==> config.mk <==
export PLATFORM = sky130hd
export DESIGN_NAME = gocr_regs
export DESIGN_NICKNAME = d
export VERILOG_FILES = /design/src/rtl/gocr_pkg.sv /design/src/rtl/gocr_addr_decode.sv /design/src/rtl/gocr_regs.sv
export SDC_FILE = /design/constraint.sdc
export NUM_CORES = 1
export LEC_CHECK = 0
export BUFFER_PORTS_ARGS = -buffer_cell sky130_fd_sc_hd__clkbuf_2
export CAP_MARGIN = 20
export CORE_MARGIN = 2
export CORE_UTILIZATION = 50
export CTS_BUF_LIST = sky130_fd_sc_hd__clkbuf_8 sky130_fd_sc_hd__clkbuf_16
export DETAILED_ROUTE_END_ITERATION = 10
export HOLD_SLACK_MARGIN = 0.06
export PLACE_DENSITY = 0.77
export SLEW_MARGIN = 0
export SYNTH_ARGS = -nofsm -noshare
export SYNTH_HDL_FRONTEND = slang
export SYNTH_SLANG_ARGS = --single-unit
==> constraint.sdc <==
create_clock -name ref_clk -period 2.3 [get_ports ref_clk]
set_clock_uncertainty 0.2 [all_clocks]
set_input_delay 0.23 -clock ref_clk [delete_from_list [all_inputs] [get_ports ref_clk]]
set_output_delay 0.23 -clock ref_clk [all_outputs]
set_load 0.01 [all_outputs]
==> src/rtl/gocr_pkg.sv <==
/*
 * Shared constants and types for the global operation control register bank:
 * byte offsets, field positions, reset values, soft-reset timing and the
 * packed carriers for host byte accesses and address decode.
 * Assumes a byte-wide host management port, 16-bit addresses, 250 MHz clock.
 */
package gocr_pkg;

    localparam int ADDR_W       = 16;
    localparam int DATA_W       = 8;
    localparam int NUM_PORTS    = 7;

    // byte offsets inside the operation control page
    localparam logic [7:0] OFF_ID_FIXED   = 8'h00;
    localparam logic [7:0] OFF_ID_HIGH    = 8'h01;
    localparam logic [7:0] OFF_ID_LOW     = 8'h02;
    localparam logic [7:0] OFF_REV_SRST   = 8'h03;
    localparam logic [7:0] OFF_PME_CTRL   = 8'h06;
    localparam logic [7:0] OFF_GIRQ_STAT  = 8'h10;
    localparam logic [7:0] OFF_GIRQ_MASK  = 8'h14;
    localparam logic [7:0] OFF_PIRQ_STAT  = 8'h18;
    localparam logic [7:0] OFF_PIRQ_MASK  = 8'h1C;

    // field positions
    localparam int SRST_BIT     = 0;
    localparam int REV_LSB      = 4;
    localparam int PME_OE_BIT   = 1;
    localparam int PME_POL_BIT  = 0;
    localparam int LUE_BIT      = 31;
    localparam int TSTRIG_BIT   = 30;

    // reset values
    localparam logic       PME_OE_RST  = 1'b0;
    localparam logic       PME_POL_RST = 1'b0;
    localparam logic [1:0] GMASK_RST   = 2'h0;
    localparam logic [6:0] PMASK_RST   = 7'h00;

    // address map pages
    localparam logic [3:0] GLB_PAGE_LAST  = 4'h5;
    localparam logic [3:0] PORT_PAGE_RSVD = 4'h7;
    localparam logic [3:0] PORT_PAGE_LAST = 4'hC;
    localparam logic [3:0] PORT_LAST      = 4'h7;

    // datapath reset pulse length
    localparam int CLK_MHZ       = 250;
    localparam int SRST_TIME_NS  = 100;
    localparam int SRST_CYCLES   = (SRST_TIME_NS * CLK_MHZ + 999) / 1000;

    typedef enum logic [1:0] {
        GOCR_GRP_OPCTRL,
        GOCR_GRP_OTHER,
        GOCR_GRP_RSVD
    } gocr_grp_t;

    typedef struct packed {
        logic              req;
        logic              we;
        logic [ADDR_W-1:0] addr;
        logic [DATA_W-1:0] wdata;
    } gocr_req_t;

    typedef struct packed {
        logic [3:0] port;
        logic [3:0] page;
        gocr_grp_t  grp;
    } gocr_dec_t;

endpackage

==> src/rtl/gocr_addr_decode.sv <==
/*
 * Combinational decode of a 16-bit register address into port, page and
 * group: this bank, another functional group, or reserved space.
 * Assumes the caller registers the result.
 */
module gocr_addr_decode (
    input  wire logic [15:0]         addr,
    output gocr_pkg::gocr_dec_t      dec
);

    logic [3:0] port;
    logic [3:0] page;

    assign port = addr[15:12];
    assign page = addr[11:8];

    always_comb begin
        dec.port = port;
        dec.page = page;
        dec.grp  = gocr_pkg::GOCR_GRP_RSVD;
        // port nibble, page nibble, register byte; bit 15 set decodes as reserved
        if (port == 4'h0) begin
            // six global groups, rest up to 4 KB reserved
            if (page == 4'h0) begin
                dec.grp = gocr_pkg::GOCR_GRP_OPCTRL;
            end else if (page <= gocr_pkg::GLB_PAGE_LAST) begin
                dec.grp = gocr_pkg::GOCR_GRP_OTHER;
            end
        end else if (port <= gocr_pkg::PORT_LAST) begin
            // port pages 0..C, page 7 and D..F reserved
            if (page != gocr_pkg::PORT_PAGE_RSVD && page <= gocr_pkg::PORT_PAGE_LAST) begin
                dec.grp = gocr_pkg::GOCR_GRP_OTHER;
            end
        end
    end

endmodule

==> src/rtl/gocr_regs.sv <==
/*
 * Global operation control register bank: address decode for the whole
 * register space, identification bytes, self-clearing datapath reset,
 * power-event pin control and two-level interrupt summary with masks.
 * Assumes one byte access per request from the host management port and
 * level interrupt requests from the lookup engine, timestamp unit and ports.
 */
// How it works
// - global space split in 256-byte groups; above PTP group reserved to 4 KB.
// - ports 1-7 use pages 0 to C; page 7 and D-F reserved.
// - first three bytes are fixed read-only identification; writes ignored.
// - fourth byte holds revision in upper nibble, reserved, reset bit 0.
// - writing 1 resets datapath, keeps registers, bit clears when done.
// - power-event pin driven only while enable bit 1 is set; resets 0.
// - polarity bit 0 picks active level, 0 low, 1 high; resets 0.
// - global status shows lookup engine and trigger/timestamp request flags.
// - lookup engine flag at bit 31, read-only, reset 0.
// - trigger and timestamp flag at bit 30, read-only, reset 0.
// - global mask bits 31 and 30; 0 enables, 1 disables; reset 0.
// - port status flag n at bit n-1, bits 31-7 read zero.
// - port mask bit per port; 0 enables, 1 disables.
// - 16-bit address: port nibble, page nibble, register byte; bit 15 zero.
// - byte access in any order; multi-byte registers big-endian.
module gocr_regs #(
    parameter logic [7:0] ID_FIXED  = 8'h5A,  // arbitrary value
    parameter logic [7:0] ID_HIGH   = 8'hA1,  // arbitrary value
    parameter logic [7:0] ID_LOW    = 8'h3C,  // arbitrary value
    parameter logic [3:0] REV_ID    = 4'h2,   // arbitrary value
    parameter int         NPORTS    = gocr_pkg::NUM_PORTS
) (
    input  wire logic                  ref_clk,
    input  wire logic                  sys_rst,
    input  gocr_pkg::gocr_req_t        host_req,
    output logic [7:0]                 host_rdata,
    output logic                       host_ack,
    output gocr_pkg::gocr_req_t        ext_req,
    output gocr_pkg::gocr_dec_t        ext_dec,
    input  wire logic                  lue_irq_in,
    input  wire logic                  tstrig_irq_in,
    input  wire logic [NPORTS-1:0]     port_irq_in,
    input  wire logic                  pme_event,
    output logic                       pme_pin_o,
    output logic                       pme_pin_oe,
    output logic                       host_irq,
    output logic                       datapath_rst
);

    localparam int SRST_CW   = $clog2(gocr_pkg::SRST_CYCLES + 1);
    localparam int SRST_WAIT = gocr_pkg::SRST_CYCLES + 2;

    gocr_pkg::gocr_dec_t dec;
    logic                hit;
    logic                wr;
    logic [7:0]          reg_off;

    gocr_addr_decode u_dec (
        .addr (host_req.addr),
        .dec  (dec)
    );

    assign hit     = host_req.req && (dec.grp == gocr_pkg::GOCR_GRP_OPCTRL);
    assign wr      = hit && host_req.we;
    assign reg_off = host_req.addr[7:0];

    // control and status state
    logic                 srst_q,    srst_d;
    logic [SRST_CW-1:0]   srst_cnt_q, srst_cnt_d;
    logic                 pme_oe_q,  pme_oe_d;
    logic                 pme_pol_q, pme_pol_d;
    logic [1:0]           gmask_q,   gmask_d;
    logic [NPORTS-1:0]    pmask_q,   pmask_d;
    logic [1:0]           gstat_q,   gstat_d;
    logic [NPORTS-1:0]    pstat_q,   pstat_d;

    always_comb begin
        srst_d     = srst_q;
        srst_cnt_d = srst_cnt_q;
        pme_oe_d   = pme_oe_q;
        pme_pol_d  = pme_pol_q;
        gmask_d    = gmask_q;
        pmask_d    = pmask_q;
        // flags follow the source request levels
        gstat_d    = {lue_irq_in, tstrig_irq_in};
        pstat_d    = port_irq_in;

        // count down, then bit clears itself
        if (srst_q) begin
            if (srst_cnt_q == SRST_CW'(1)) begin
                srst_d = 1'b0;
            end
            srst_cnt_d = srst_cnt_q - SRST_CW'(1);
        end

        if (wr) begin
            unique case (reg_off)
                gocr_pkg::OFF_REV_SRST: begin
                    // a 1 (re)starts the reset, a 0 changes nothing
                    if (host_req.wdata[gocr_pkg::SRST_BIT]) begin
                        srst_d     = 1'b1;
                        srst_cnt_d = SRST_CW'(gocr_pkg::SRST_CYCLES);
                    end
                end
                gocr_pkg::OFF_PME_CTRL: begin
                    pme_oe_d  = host_req.wdata[gocr_pkg::PME_OE_BIT];
                    pme_pol_d = host_req.wdata[gocr_pkg::PME_POL_BIT];
                end
                gocr_pkg::OFF_GIRQ_MASK: begin
                    // mask bits 31:30 live in the first byte
                    gmask_d = host_req.wdata[7:6];
                end
                gocr_pkg::OFF_PIRQ_MASK + 8'h03: begin
                    // port masks in the least significant byte
                    pmask_d = host_req.wdata[NPORTS-1:0];
                end
                // identification and status bytes ignore writes
                default: begin
                end
            endcase
        end
    end

    always_ff @(posedge ref_clk or posedge sys_rst) begin
        if (sys_rst) begin
            srst_q     <= 1'b0;
            srst_cnt_q <= '0;
            pme_oe_q   <= gocr_pkg::PME_OE_RST;
            pme_pol_q  <= gocr_pkg::PME_POL_RST;
            gmask_q    <= gocr_pkg::GMASK_RST;
            pmask_q    <= gocr_pkg::PMASK_RST;
            gstat_q    <= 2'h0;
            pstat_q    <= '0;
        end else begin
            srst_q     <= srst_d;
            srst_cnt_q <= srst_cnt_d;
            pme_oe_q   <= pme_oe_d;
            pme_pol_q  <= pme_pol_d;
            gmask_q    <= gmask_d;
            pmask_q    <= pmask_d;
            gstat_q    <= gstat_d;
            pstat_q    <= pstat_d;
        end
    end

    // read data: 32-bit words assembled then byte-picked
    logic [31:0] gstat_w, gmask_w, pstat_w, pmask_w;

    // lookup engine flag at 31; trigger/timestamp at 30
    assign gstat_w = {gstat_q, 30'h0000_0000};
    assign gmask_w = {gmask_q, 30'h0000_0000};
    // port n at bit n-1, upper bits zero
    assign pstat_w = {{(32-NPORTS){1'b0}}, pstat_q};
    assign pmask_w = {{(32-NPORTS){1'b0}}, pmask_q};

    function automatic logic [7:0] pick_be(input logic [31:0] w, input logic [1:0] b);
        logic [7:0] r;
        // lowest address holds the most significant byte
        unique case (b)
            2'h0: r = w[31:24];
            2'h1: r = w[23:16];
            2'h2: r = w[15:8];
            2'h3: r = w[7:0];
        endcase
        return r;
    endfunction

    // bus answer state
    logic [7:0]           rdata_q, rdata_d;
    logic                 ack_q,   ack_d;
    gocr_pkg::gocr_req_t  ext_q,   ext_d;
    gocr_pkg::gocr_dec_t  edec_q,  edec_d;

    always_comb begin
        ack_d   = host_req.req;
        rdata_d = 8'h00;
        ext_d   = host_req;
        edec_d  = dec;
        // reserved space neither forwarded nor stored
        ext_d.req = host_req.req && (dec.grp == gocr_pkg::GOCR_GRP_OTHER);
        if (hit && !host_req.we) begin
            unique case (reg_off[7:2])
                6'h00: begin
                    unique case (reg_off[1:0])
                        2'h0: rdata_d = ID_FIXED;
                        2'h1: rdata_d = ID_HIGH;
                        2'h2: rdata_d = ID_LOW;
                        // revision high nibble, reserved zero, reset bit
                        2'h3: rdata_d = {REV_ID, 3'h0, srst_q};
                    endcase
                end
                6'h01: begin
                    if (reg_off[1:0] == gocr_pkg::OFF_PME_CTRL[1:0]) begin
                        rdata_d = {6'h00, pme_oe_q, pme_pol_q};
                    end
                end
                6'h04:   rdata_d = pick_be(gstat_w, reg_off[1:0]);
                6'h05:   rdata_d = pick_be(gmask_w, reg_off[1:0]);
                6'h06:   rdata_d = pick_be(pstat_w, reg_off[1:0]);
                6'h07:   rdata_d = pick_be(pmask_w, reg_off[1:0]);
                default: rdata_d = 8'h00;
            endcase
        end
    end

    always_ff @(posedge ref_clk or posedge sys_rst) begin
        if (sys_rst) begin
            rdata_q <= 8'h00;
            ack_q   <= 1'b0;
            ext_q   <= '0;
            edec_q  <= '0;
        end else begin
            rdata_q <= rdata_d;
            ack_q   <= ack_d;
            ext_q   <= ext_d;
            edec_q  <= edec_d;
        end
    end

    // pin and interrupt outputs
    logic pme_o_q, pme_o_d;
    logic pme_oe_out_q;
    logic irq_q, irq_d;
    logic dp_rst_q;

    always_comb begin
        pme_o_d = pme_pol_q ? pme_event : ~pme_event;
        // any unmasked flag raises the request
        irq_d   = |(gstat_q & ~gmask_q) || |(pstat_q & ~pmask_q);
    end

    always_ff @(posedge ref_clk or posedge sys_rst) begin
        if (sys_rst) begin
            pme_o_q      <= 1'b1;
            pme_oe_out_q <= 1'b0;
            irq_q        <= 1'b0;
            dp_rst_q     <= 1'b0;
        end else begin
            pme_o_q      <= pme_o_d;
            pme_oe_out_q <= pme_oe_q;
            irq_q        <= irq_d;
            dp_rst_q     <= srst_q;
        end
    end

    assign host_rdata   = rdata_q;
    assign host_ack     = ack_q;
    assign ext_req      = ext_q;
    assign ext_dec      = edec_q;
    assign pme_pin_o    = pme_o_q;
    assign pme_pin_oe   = pme_oe_out_q;
    assign host_irq     = irq_q;
    assign datapath_rst = dp_rst_q;
endmodule
Word-level counts from Yosys, hierarchy flattened
Index checks and enable logic that the tools add are counted.
Word-level totals
  output and inout bits: 49
  flip-flop bits (word level): 75
Cells by class
  $lt $le $gt $ge: 3
  equality and inequality tests: 15
  mux-type cells: 23
  bitwise logic cells: 5
  $add $sub $neg: 1
  reductions and logical operators: 19
Operators with widths (count)
  8-bit one-hot mux with 2 select lines: 4
  8-bit one-hot mux with 6 select lines: 1
  8-bit one-hot mux with 4 select lines: 1
  6-bit by 3-bit == test with 1-bit output (second input constant): 4
  5-bit 2-to-1 mux: 4
  8-bit by 5-bit == test with 1-bit output (second input constant): 2
  2-bit 2-to-1 mux: 6
  8-bit by 2-bit == test with 1-bit output (second input constant): 1
  8-bit by 3-bit == test with 1-bit output (second input constant): 1
  4-bit by 3-bit less-or-equal comparator with 1-bit output (second input constant): 2
  4-bit zero test: 2
  8-bit 2-to-1 mux: 1
  7-bit bitwise AND: 1
  7-bit inverter: 1
  7-bit OR reduction: 1
  6-bit by 1-bit == test with 1-bit output (second input constant): 1
  6-bit zero test: 1
  1-bit 2-to-1 mux: 6
  2-bit AND reduction: 3
  3-bit OR reduction: 2
  5-bit by 1-bit == test with 1-bit output (second input constant): 1
  1-bit logical AND: 5
  5-bit by 1-bit subtractor with 5-bit output (second input constant): 1
  2-bit by 1-bit == test with 1-bit output (second input constant): 2
  other kinds (10): 12

Longest topological paths before layout
Gate-level depths: netlist of the first run.
  word-level depth: 9
  depth in mapped cells: 6
  mapped depth without buffers: 6

Cells and area by module
Synthesis of the first run repeated with hierarchy kept, for this count alone.
Unflattened totals
  cells, all modules: 211
  area total of the unflattened synthesis: 2807.7 um^2
By module, submodules not included
  gocr_regs: cells each 192, times used 1, area an instance 2657.5 um^2, seq. area each 1878.1 um^2
  gocr_addr_decode: cells each 19, times used 1, area an instance 150.1 um^2, seq. area each 0.0 um^2

Least setup slack after synthesis of the first run
OpenSTA, ideal clock, no wires.
  kind: input -> register
  start: input host_req[21] in the netlist's numbering
  end: register srst_cnt_q[2]
  path slack: 0.516 ns
  arrival time: 1.468 ns
  stages: 4
  required time: 1.983 ns
  cell sequence: or4_4 > nor4_4 > nand4_4 > and2_4
Between the ends
  word-level cells in the longest chain between the ends: 7
Ends and longest elaborated chain
  start, declared: RTL line gocr_regs.sv:33  | input gocr_pkg::gocr_req_t host_req,
  4-bit by 3-bit less-or-equal comparator with 1-bit output: RTL line gocr_addr_decode.sv:29  | end else if (port <= gocr_pkg::PORT_LAST) begin
  2-bit 2-to-1 mux: RTL line gocr_addr_decode.sv:29
  2-bit 2-to-1 mux (*): RTL line gocr_addr_decode.sv:22  | if (port == 4'h0) begin
  2-bit zero test (*): RTL line gocr_regs.sv:61  | assign hit = host_req.req && (dec.grp == gocr_pkg::GOCR_GRP_OPCTRL);
  1-bit logical AND (*): RTL line gocr_regs.sv:61
  1-bit logical AND (*): RTL line gocr_regs.sv:62  | assign wr = hit && host_req.we;
  5-bit 2-to-1 mux (*): RTL line gocr_regs.sv:94  | if (wr) begin
  net srst_cnt_d[2]: RTL line gocr_regs.sv:67  | logic [SRST_CW-1:0] srst_cnt_q, srst_cnt_d;
  end signal, assigned: RTL line gocr_regs.sv:134  | srst_cnt_q <= srst_cnt_d;
  end, declared: RTL line gocr_regs.sv:67
The timed path passes the listed nets; every way through them passes the cells marked *.
A chain may end at the register's enable or synchronous reset.

Worst setup path in the final report of the first run
  start: input host_req[16] in the netlist's numbering
  end: register rdata_q[0], in the netlist host_rdata[0]
Between the ends
  word-level cells in the longest chain between the ends: 9
Ends and longest elaborated chain
  4-bit less-or-equal comparator / 4-bit by 3-bit != test with 1-bit output (equally long branches): RTL line gocr_addr_decode.sv:31  | if (page != gocr_pkg::PORT_PAGE_RSVD && page <= gocr_pkg::PORT_PAGE_LAST) begin
  1-bit logical AND: RTL line gocr_addr_decode.sv:31
  2-bit 2-to-1 mux: RTL line gocr_addr_decode.sv:31
  2-bit 2-to-1 mux: RTL line gocr_addr_decode.sv:29
  2-bit 2-to-1 mux (*): RTL line gocr_addr_decode.sv:22
  2-bit zero test (*): RTL line gocr_regs.sv:61
  1-bit logical AND (*): RTL line gocr_regs.sv:61
  1-bit logical AND (*): RTL line gocr_regs.sv:179  | if (hit && !host_req.we) begin
  8-bit 2-to-1 mux (*): RTL line gocr_regs.sv:179
  net rdata_d[0]: RTL line gocr_regs.sv:167  | logic [7:0] rdata_q, rdata_d;
  end signal, assigned: RTL line gocr_regs.sv:211  | rdata_q <= rdata_d;
  end, declared: RTL line gocr_regs.sv:167
Marked as above.

==> run_results.csv, run 1 <==
group,metric,value,unit
run_status,status,"complete, no violations",
clock_tree,clkLatencyLatePin,0.34,ns
sta,timing_hold_violations_final,0,
setup_path,r2r_end,"srst_cnt_q[3]",
routing,drt_iter0_drc,158,
floorplanning,die_h,76.30,µm
clock_tree,cts_buffer_depth,2,
finish,synthToLayoutAreaGrowth,40.40,%
routing,ant_nets,0,
synth,synth_nets,252,
setup_path,crit_fanout,8,
sta,period_needed,2.179,ns
clock_tree,htreeDepth,3,
synth,synth-seq-area-share,64.19,%
global_routing,busiest_layer,"met2",
synth,synth.area.top_cells,"dfrtp_1, mux2_2, inv_1, buf_4, nand3_1",
setup_path,critPathArrivalTime,2.22,ns
hold_path,min_from,"pme_oe_q",
pwr,clkPwrFrac,36.4,%
sta,fmax,459.0,MHz
setup_path,path_class,"in -> reg",
floorplanning,coreArea,5075,µm²
pwr,power_density,744.0,nW/µm²
finish,multi_input_area,783.3,µm²
floorplanning,fp.dieW,76.30,µm
finish,ff_latch_area,1678,µm²
hold_path,hp-class,"reg -> reg",
setup_path,worstPathRequired,2.34,ns
synth,yosys.area_share.simple,14.65,%
pwr,switchingPower,679.1,µW
sta,slew_viol_final,0,
hold_path,min_to,"pme_pin_oe",
placed_design,gp_congestion,0.9199,
synth,synth_area,2614,µm²
sta,finalSetupViolCount,0,
global_routing,antenna_found_initial,0,
finish,fillers,365,
global_routing,grt_max_degree,43,
sta,slew_headroom,62.11,%
synth,synth-seq-cells,67,
routing,vias,2149,
global_routing,grt_use_met1,27.09,%
clock_tree,path_clk_slew,0.06,ns
finish,layout_common_cells,"clkbuf_2, dfrtp_1, dlygate4sd3_1, inv_1, clkbuf_8",
global_routing,gr-total-overflow,0,
finish,insertedDiodeCount,0,
synth,synthMuxAreaShare,3.399,%
synth,yosysUniqueCellTypes,48,
synth,synth_top_family_by_area,"simple AND/OR/NAND/NOR gates",
clock_tree,post-cts-setup-buffer-count,0,
placed_design,hpwlAfterDp,3995,µm
pwr,swShare,24.87,%
clock_tree,cts.sinks,67,
clock_tree,numCtsBuffers,9,
sta,worstMarginPinSlew,0.5675,ns
sta,period_share,94.73,%
routing,drt-wirelength-per-cell,15.29,µm
sta,grt_setup_unrepaired,"no",
floorplanning,start_util,51.50,%
pwr,pwr-share-seq,49.7,%
sta,setup_tns,0,ns
routing,first_pass_iters,7,
finish,final_common_cell,"clkbuf_2",
synth,yosys_warnings,0,
hold_path,hold-path-cell-count,0,
synth,async_flop_share,100.0,%
synth,yosysTopAreaCell,"dfrtp_1",
setup_path,r2r_setup_slack,0.89,ns
floorplanning,dieArea,5822,µm²
finish,drive_gt1_share,35.19,%
global_routing,met3_usage,6.398,%
clock_tree,cts_tree,"yes",
setup_path,setup.worst_path.end_class,"flop",
job,maxCapViolCount,0,
synth,syn_avg_cell_area,12.33,µm²
global_routing,grt.total_usage,22.34,%
synth,synthAdderAreaFrac,0.9574,%
routing,drc,0,
pwr,leakagePower,1.779,nW
pwr,p_int,2.051,mW
global_routing,grt_pass1_wl,10050,µm
synth,synth_xor_area_share,1.675,%
setup_path,r2r_start,"srst_q",
floorplanning,pin_count,87,
synth,netlist.area_leader.share,63.19,%
finish,final_util,72.31,%
global_routing,first_global_vias,2115,
synth,dominantRegCellSynth,"dfrtp_1",
global_routing,gr-usage-met2,37.52,%
setup_path,r2r_cells,3,
placed_design,io_buffers,86,
setup_path,critPathLaunchType,"primary input",
floorplanning,rows,26,
routing,wl,6286,µm
routing,vias_per_cell,5.229,
clock_tree,clockRootBuffer,"clkbuf_8",
synth,synth_enable_flop_cells,0,
synth,netlist_instances,212,
finish,nNetsFinal,376,
pwr,p_comb_share,14.0,%
synth,synth_compound_area_share,9.047,%
pwr,vdd_drop_max,0.4841,mV
-- state kept, by name, indices dropped and copies added, names as in the netlist, 2 cells and up --
name        count
pstat_q         7
pmask_q         7
gstat_q         2
ext_req        19
ext_dec         9
gmask_q         2
srst_cnt_q      5
host_rdata      8
-- worst max path at each step --
stage | endpoint | startpoint
2_1_floorplan | datapath_rst | sys_rst
3_3_place_gp | gmask_q[0] | host_req[21]
3_5_place_dp | gmask_q[0] | host_req[21]
4_1_cts | gmask_q[0] | host_req[22]
5_1_grt | gmask_q[0] | host_req[18]
6_report | host_rdata[0] | host_req[16]
-- worst max-delay path, stage by stage --
cell,delay (ns)
dlygate4sd3_1,0.53
clkbuf_2,0.18
or4b_1,0.53
nor3_1,0.14
nand3_1,0.31
a31oi_1,0.30
-- stage by stage --
stage	total power [mW]	std cells	worst slack (ns)	area [µm²]	hold WS, ns
after global routing	2.864	411	0.02151	3670	0.2331
after CTS	2.737	411	0.003402	3664	0.2003
after floorplan	1.572	212	0.1885	2614	0.06143
final	2.730	411	0.1213	3670	0.2094
after global placement	1.691	358	0.1836	3087	0.08555
after detailed placement	1.706	358	0.1664	3087	0.1067
-- logic make-up (layout without fill, tap and decap cells) --
family,after synthesis,count (layout)
buffers and inverters,32,161
flip-flops,67,67
adder cells (fa/ha/maj),2,2
AND/OR/NAND/NOR,62,62
multiplexers,8,8
AO/OA/AOI/OAI,36,36
XOR/XNOR,5,5
-- cell usage after synthesis, types with 2 or more instances --
master     n
or2_2      2
nand2_1   10
ha_1       2
o21ai_0    9
and4_1     3
mux2_2     7
nor4_1     2
and3_1     2
buf_4      8
clkbuf_1   4
nand4_1    5
dfrtp_1   66
a22oi_1    6
nand3_1   10
xnor2_1    5
inv_1     17
a31oi_1    2
nor2_1     6
nor3_1    10
a21oi_1    8
-- power by group through the flow --
stage	sequential (mW)	clock, mW	combinational (mW)
2_1_floorplan	1.38	0	0.194
3_3_place_gp	1.37	0	0.318
3_5_place_dp	1.37	0	0.331
4_1_cts	1.36	1.00	0.381
5_1_grt	1.37	1.07	0.428
6_report	1.36	0.993	0.381
-- layout make-up --
cell class              instances  area share, %
clock buffers                  12          4.501
repair buffers                128          23.18
multi-input cells             113          21.34
inverters                      17          1.739
clock inverters                 4          1.125
well taps                      70          2.387
flip-flops and latches         67          45.72
-- repair_timing --
item,4_1_cts,5_1_grt
hold endpoints to repair,79,0
hold buffers,37,0
endpoints found under the setup margin,0,4
gates resized for setup,0,1
-- layer usage --
metal,share of wire (%),vias to the layer above,routed length [µm]
met5,0,-,0
met4,1.8,0,116
met3,6.3,13,396
met2,51,110,3233
met1,40,1026,2540
li1,-,1000,-
(Power assumes the default switching activity.)
==> run 2: changes to the inputs <==
- ABC_AREA: not set -> 1
==> run 2 against run 1 <==
Cell count grew 15%; clock power is 12% lower; highest routed layer unchanged; sequential share of layout area shrank 0.57 points; global-route usage fell by 0.82 points; largest cell class unchanged; combinational power rose by 5%; power is 3.9% lower.
==> run_results.csv, run 2 <==
group,metric,value,unit
routing,ant_nets,0,
clock_tree,numCtsBuffers,9,
pwr,clkPwrFrac,33.2,%
clock_tree,cts_tree,"yes",
floorplanning,pin_count,87,
setup_path,worstPathRequired,2.32,ns
sta,slew_viol_final,0,
global_routing,antenna_found_initial,0,
sta,setup_tns,0,ns
global_routing,gr-usage-met2,35.26,%
synth,netlist.area_leader.share,60.75,%
pwr,p_comb_share,15.2,%
synth,netlist_instances,275,
synth,synth.most_common_cell,"dfrtp_1",
synth,yosysUniqueCellTypes,29,
floorplanning,dieArea,6044,µm²
clock_tree,cts_hold_buf,36,
pwr,vdd_drop_max,0.4909,mV
synth,synth-seq-cells,67,
floorplanning,coreArea,5172,µm²
global_routing,busiest_layer,"met2",
finish,layout_common_cells,"clkbuf_2, dfrtp_1, nand2_1, dlygate4sd3_1, inv_1",
finish,insertedDiodeCount,0,
finish,largest_reg_flops,19,
global_routing,grt_use_met1,26.06,%
hold_path,hp-class,"in -> reg",
clock_tree,cts_buffer_depth,2,
placed_design,dpl_worst_slack,0.5578,ns
synth,synth_enable_flop_cells,0,
routing,drt-wirelength-per-cell,12.67,µm
sta,period_share,86.14,%
sta,fmax,504.7,MHz
synth,async_flop_share,100.0,%
synth,dominantRegCellSynth,"dfrtp_1",
sta,timing_hold_violations_final,0,
sta,hold_slack,0.08572,ns
synth,synth_area,2719,µm²
synth,synth-seq-area-share,61.71,%
pwr,pwr-share-seq,51.6,%
pwr,power_density,705.7,nW/µm²
placed_design,hpwlAfterDp,4114,µm
global_routing,grt.total_usage,21.52,%
pwr,leakagePower,1.923,nW
clock_tree,path_clk_slew,0.06,ns
sta,grt_setup_unrepaired,"no",
global_routing,met3_usage,5.465,%
routing,wl,5982,µm
sta,fin_ws,0.3187,ns
setup_path,critPathArrivalTime,2.00,ns
finish,final_common_cell,"clkbuf_2",
global_routing,first_global_vias,2171,
clock_tree,post-cts-setup-buffer-count,0,
synth,synth_nets,315,
synth,yosys_warnings,0,
synth,yosysTopAreaCell,"dfrtp_1",
floorplanning,die_h,77.74,µm
routing,drt_iter0_drc,134,
synth,syn_avg_cell_area,9.887,µm²
synth,synth_common_cells,"dfrtp_1, nand2_1, inv_1",
finish,fin_area,3716,µm²
global_routing,grt_max_degree,34,
setup_path,setup.worst_path.end_class,"flop",
sta,worstMarginPinSlew,0.4457,ns
routing,vias_per_cell,4.773,
pwr,swShare,25.99,%
finish,synthToLayoutAreaGrowth,36.68,%
clock_tree,htreeDepth,3,
run_status,status,"complete, no violations",
finish,drive_gt1_share,30.85,%
sta,slew_headroom,70.24,%
routing,drc,0,
floorplanning,rows,26,
pwr,p_int,1.941,mW
placed_design,gp_congestion,0.9061,
routing,vias,2253,
routing,first_pass_iters,4,
clock_tree,clkLatencyLatePin,0.33,ns
pwr,switchingPower,681.7,µW
clock_tree,cts.sinks,67,
floorplanning,start_util,52.56,%
global_routing,gr-total-overflow,0,
job,maxCapViolCount,0,
synth,synth.area.top_cells,"dfrtp_1, nand2_1, inv_1, nor2_1, nand4_1",
finish,fillers,389,
finish,nNetsFinal,438,
setup_path,r2r_setup_slack,0.85,ns
sta,period_needed,1.981,ns
sta,finalSetupViolCount,0,
setup_path,critPathLaunchType,"primary input",
floorplanning,fp.dieW,77.74,µm
setup_path,crit_fanout,13,
setup_path,path_class,"in -> reg",
global_routing,grt_pass1_wl,9791,µm
clock_tree,clockRootBuffer,"clkbuf_8",
placed_design,place_area,3181,µm²
clock_tree,cts_resized,0,
placed_design,io_buffers,86,
run 2: through the flow:
| step | utilization, % | power (mW) | cells |
|---|---|---|---|
| after floorplan | - | 1.582 | 275 |
| after global placement | 61.49 | 1.707 | 421 |
| after detailed placement | 61.49 | 1.722 | 421 |
| after CTS | 71.84 | 2.645 | 472 |
| after global routing | 71.84 | 2.761 | 472 |
| final | 71.84 | 2.623 | 472 |
run 2: cell families (layout without fill, tap and decap cells):
logic type / Yosys count / count (layout) / share of synthesized area, %
xor gates and xnor gates: 4 / 4 / 1.289
AOI/OAI and AO/OA: 21 / 21 / 4.326
DFF: 67 / 67 / 61.71
adders and majority gates: 2 / 2 / 0.9202
buffers and inverters: 46 / 173 / 7.777
and+or+nand+nor: 135 / 135 / 23.98
run 2: power by group through the flow:
stage / combinational [mW] / clock, mW / sequential [mW]
2_1_floorplan: 0.206 / 0 / 1.38
3_3_place_gp: 0.340 / 0 / 1.37
3_5_place_dp: 0.350 / 0 / 1.37
4_1_cts: 0.399 / 0.895 / 1.35
5_1_grt: 0.443 / 0.955 / 1.36
6_report: 0.400 / 0.869 / 1.35
run 2: worst paths after layout:
kind,start,endpoint,cells past startpoint
max,host_req[8],pmask_q[2],9
min,host_req[24],ext_req[24],1
max reg2reg,srst_q,srst_cnt_q[3],4
min reg2reg,pme_oe_q,pme_pin_oe,0
max in group asynchronous,sys_rst,pmask_q[3],4
min in group asynchronous,sys_rst,ext_req[25],3
run 2: critical path: stages:
cell and delay (ns):
dlygate4sd3_1 0.54, clkbuf_2 0.15, nand2_1 0.07, inv_2 0.16, nand2_1 0.12, nor3_4 0.41
nand3_4 0.16, nand2_1 0.09, nand2_1 0.05
run 2: final cells by class:
type	count	area [µm²]	share of cell area [%]
flip-flops and latches	67	1678	45.15
multi-input cells	162	829.5	22.32
repair buffers	124	818.3	22.02
inverters	34	127.6	3.434
clock buffers	9	123.9	3.333
well taps	70	87.58	2.357
clock inverters	6	51.30	1.380
run 2: layer usage:
layer,up-vias,share of wire [%]
met1,1035,41
met4,0,2.2
met5,-,0
met2,93,50
met3,9,6.6
li1,1116,-
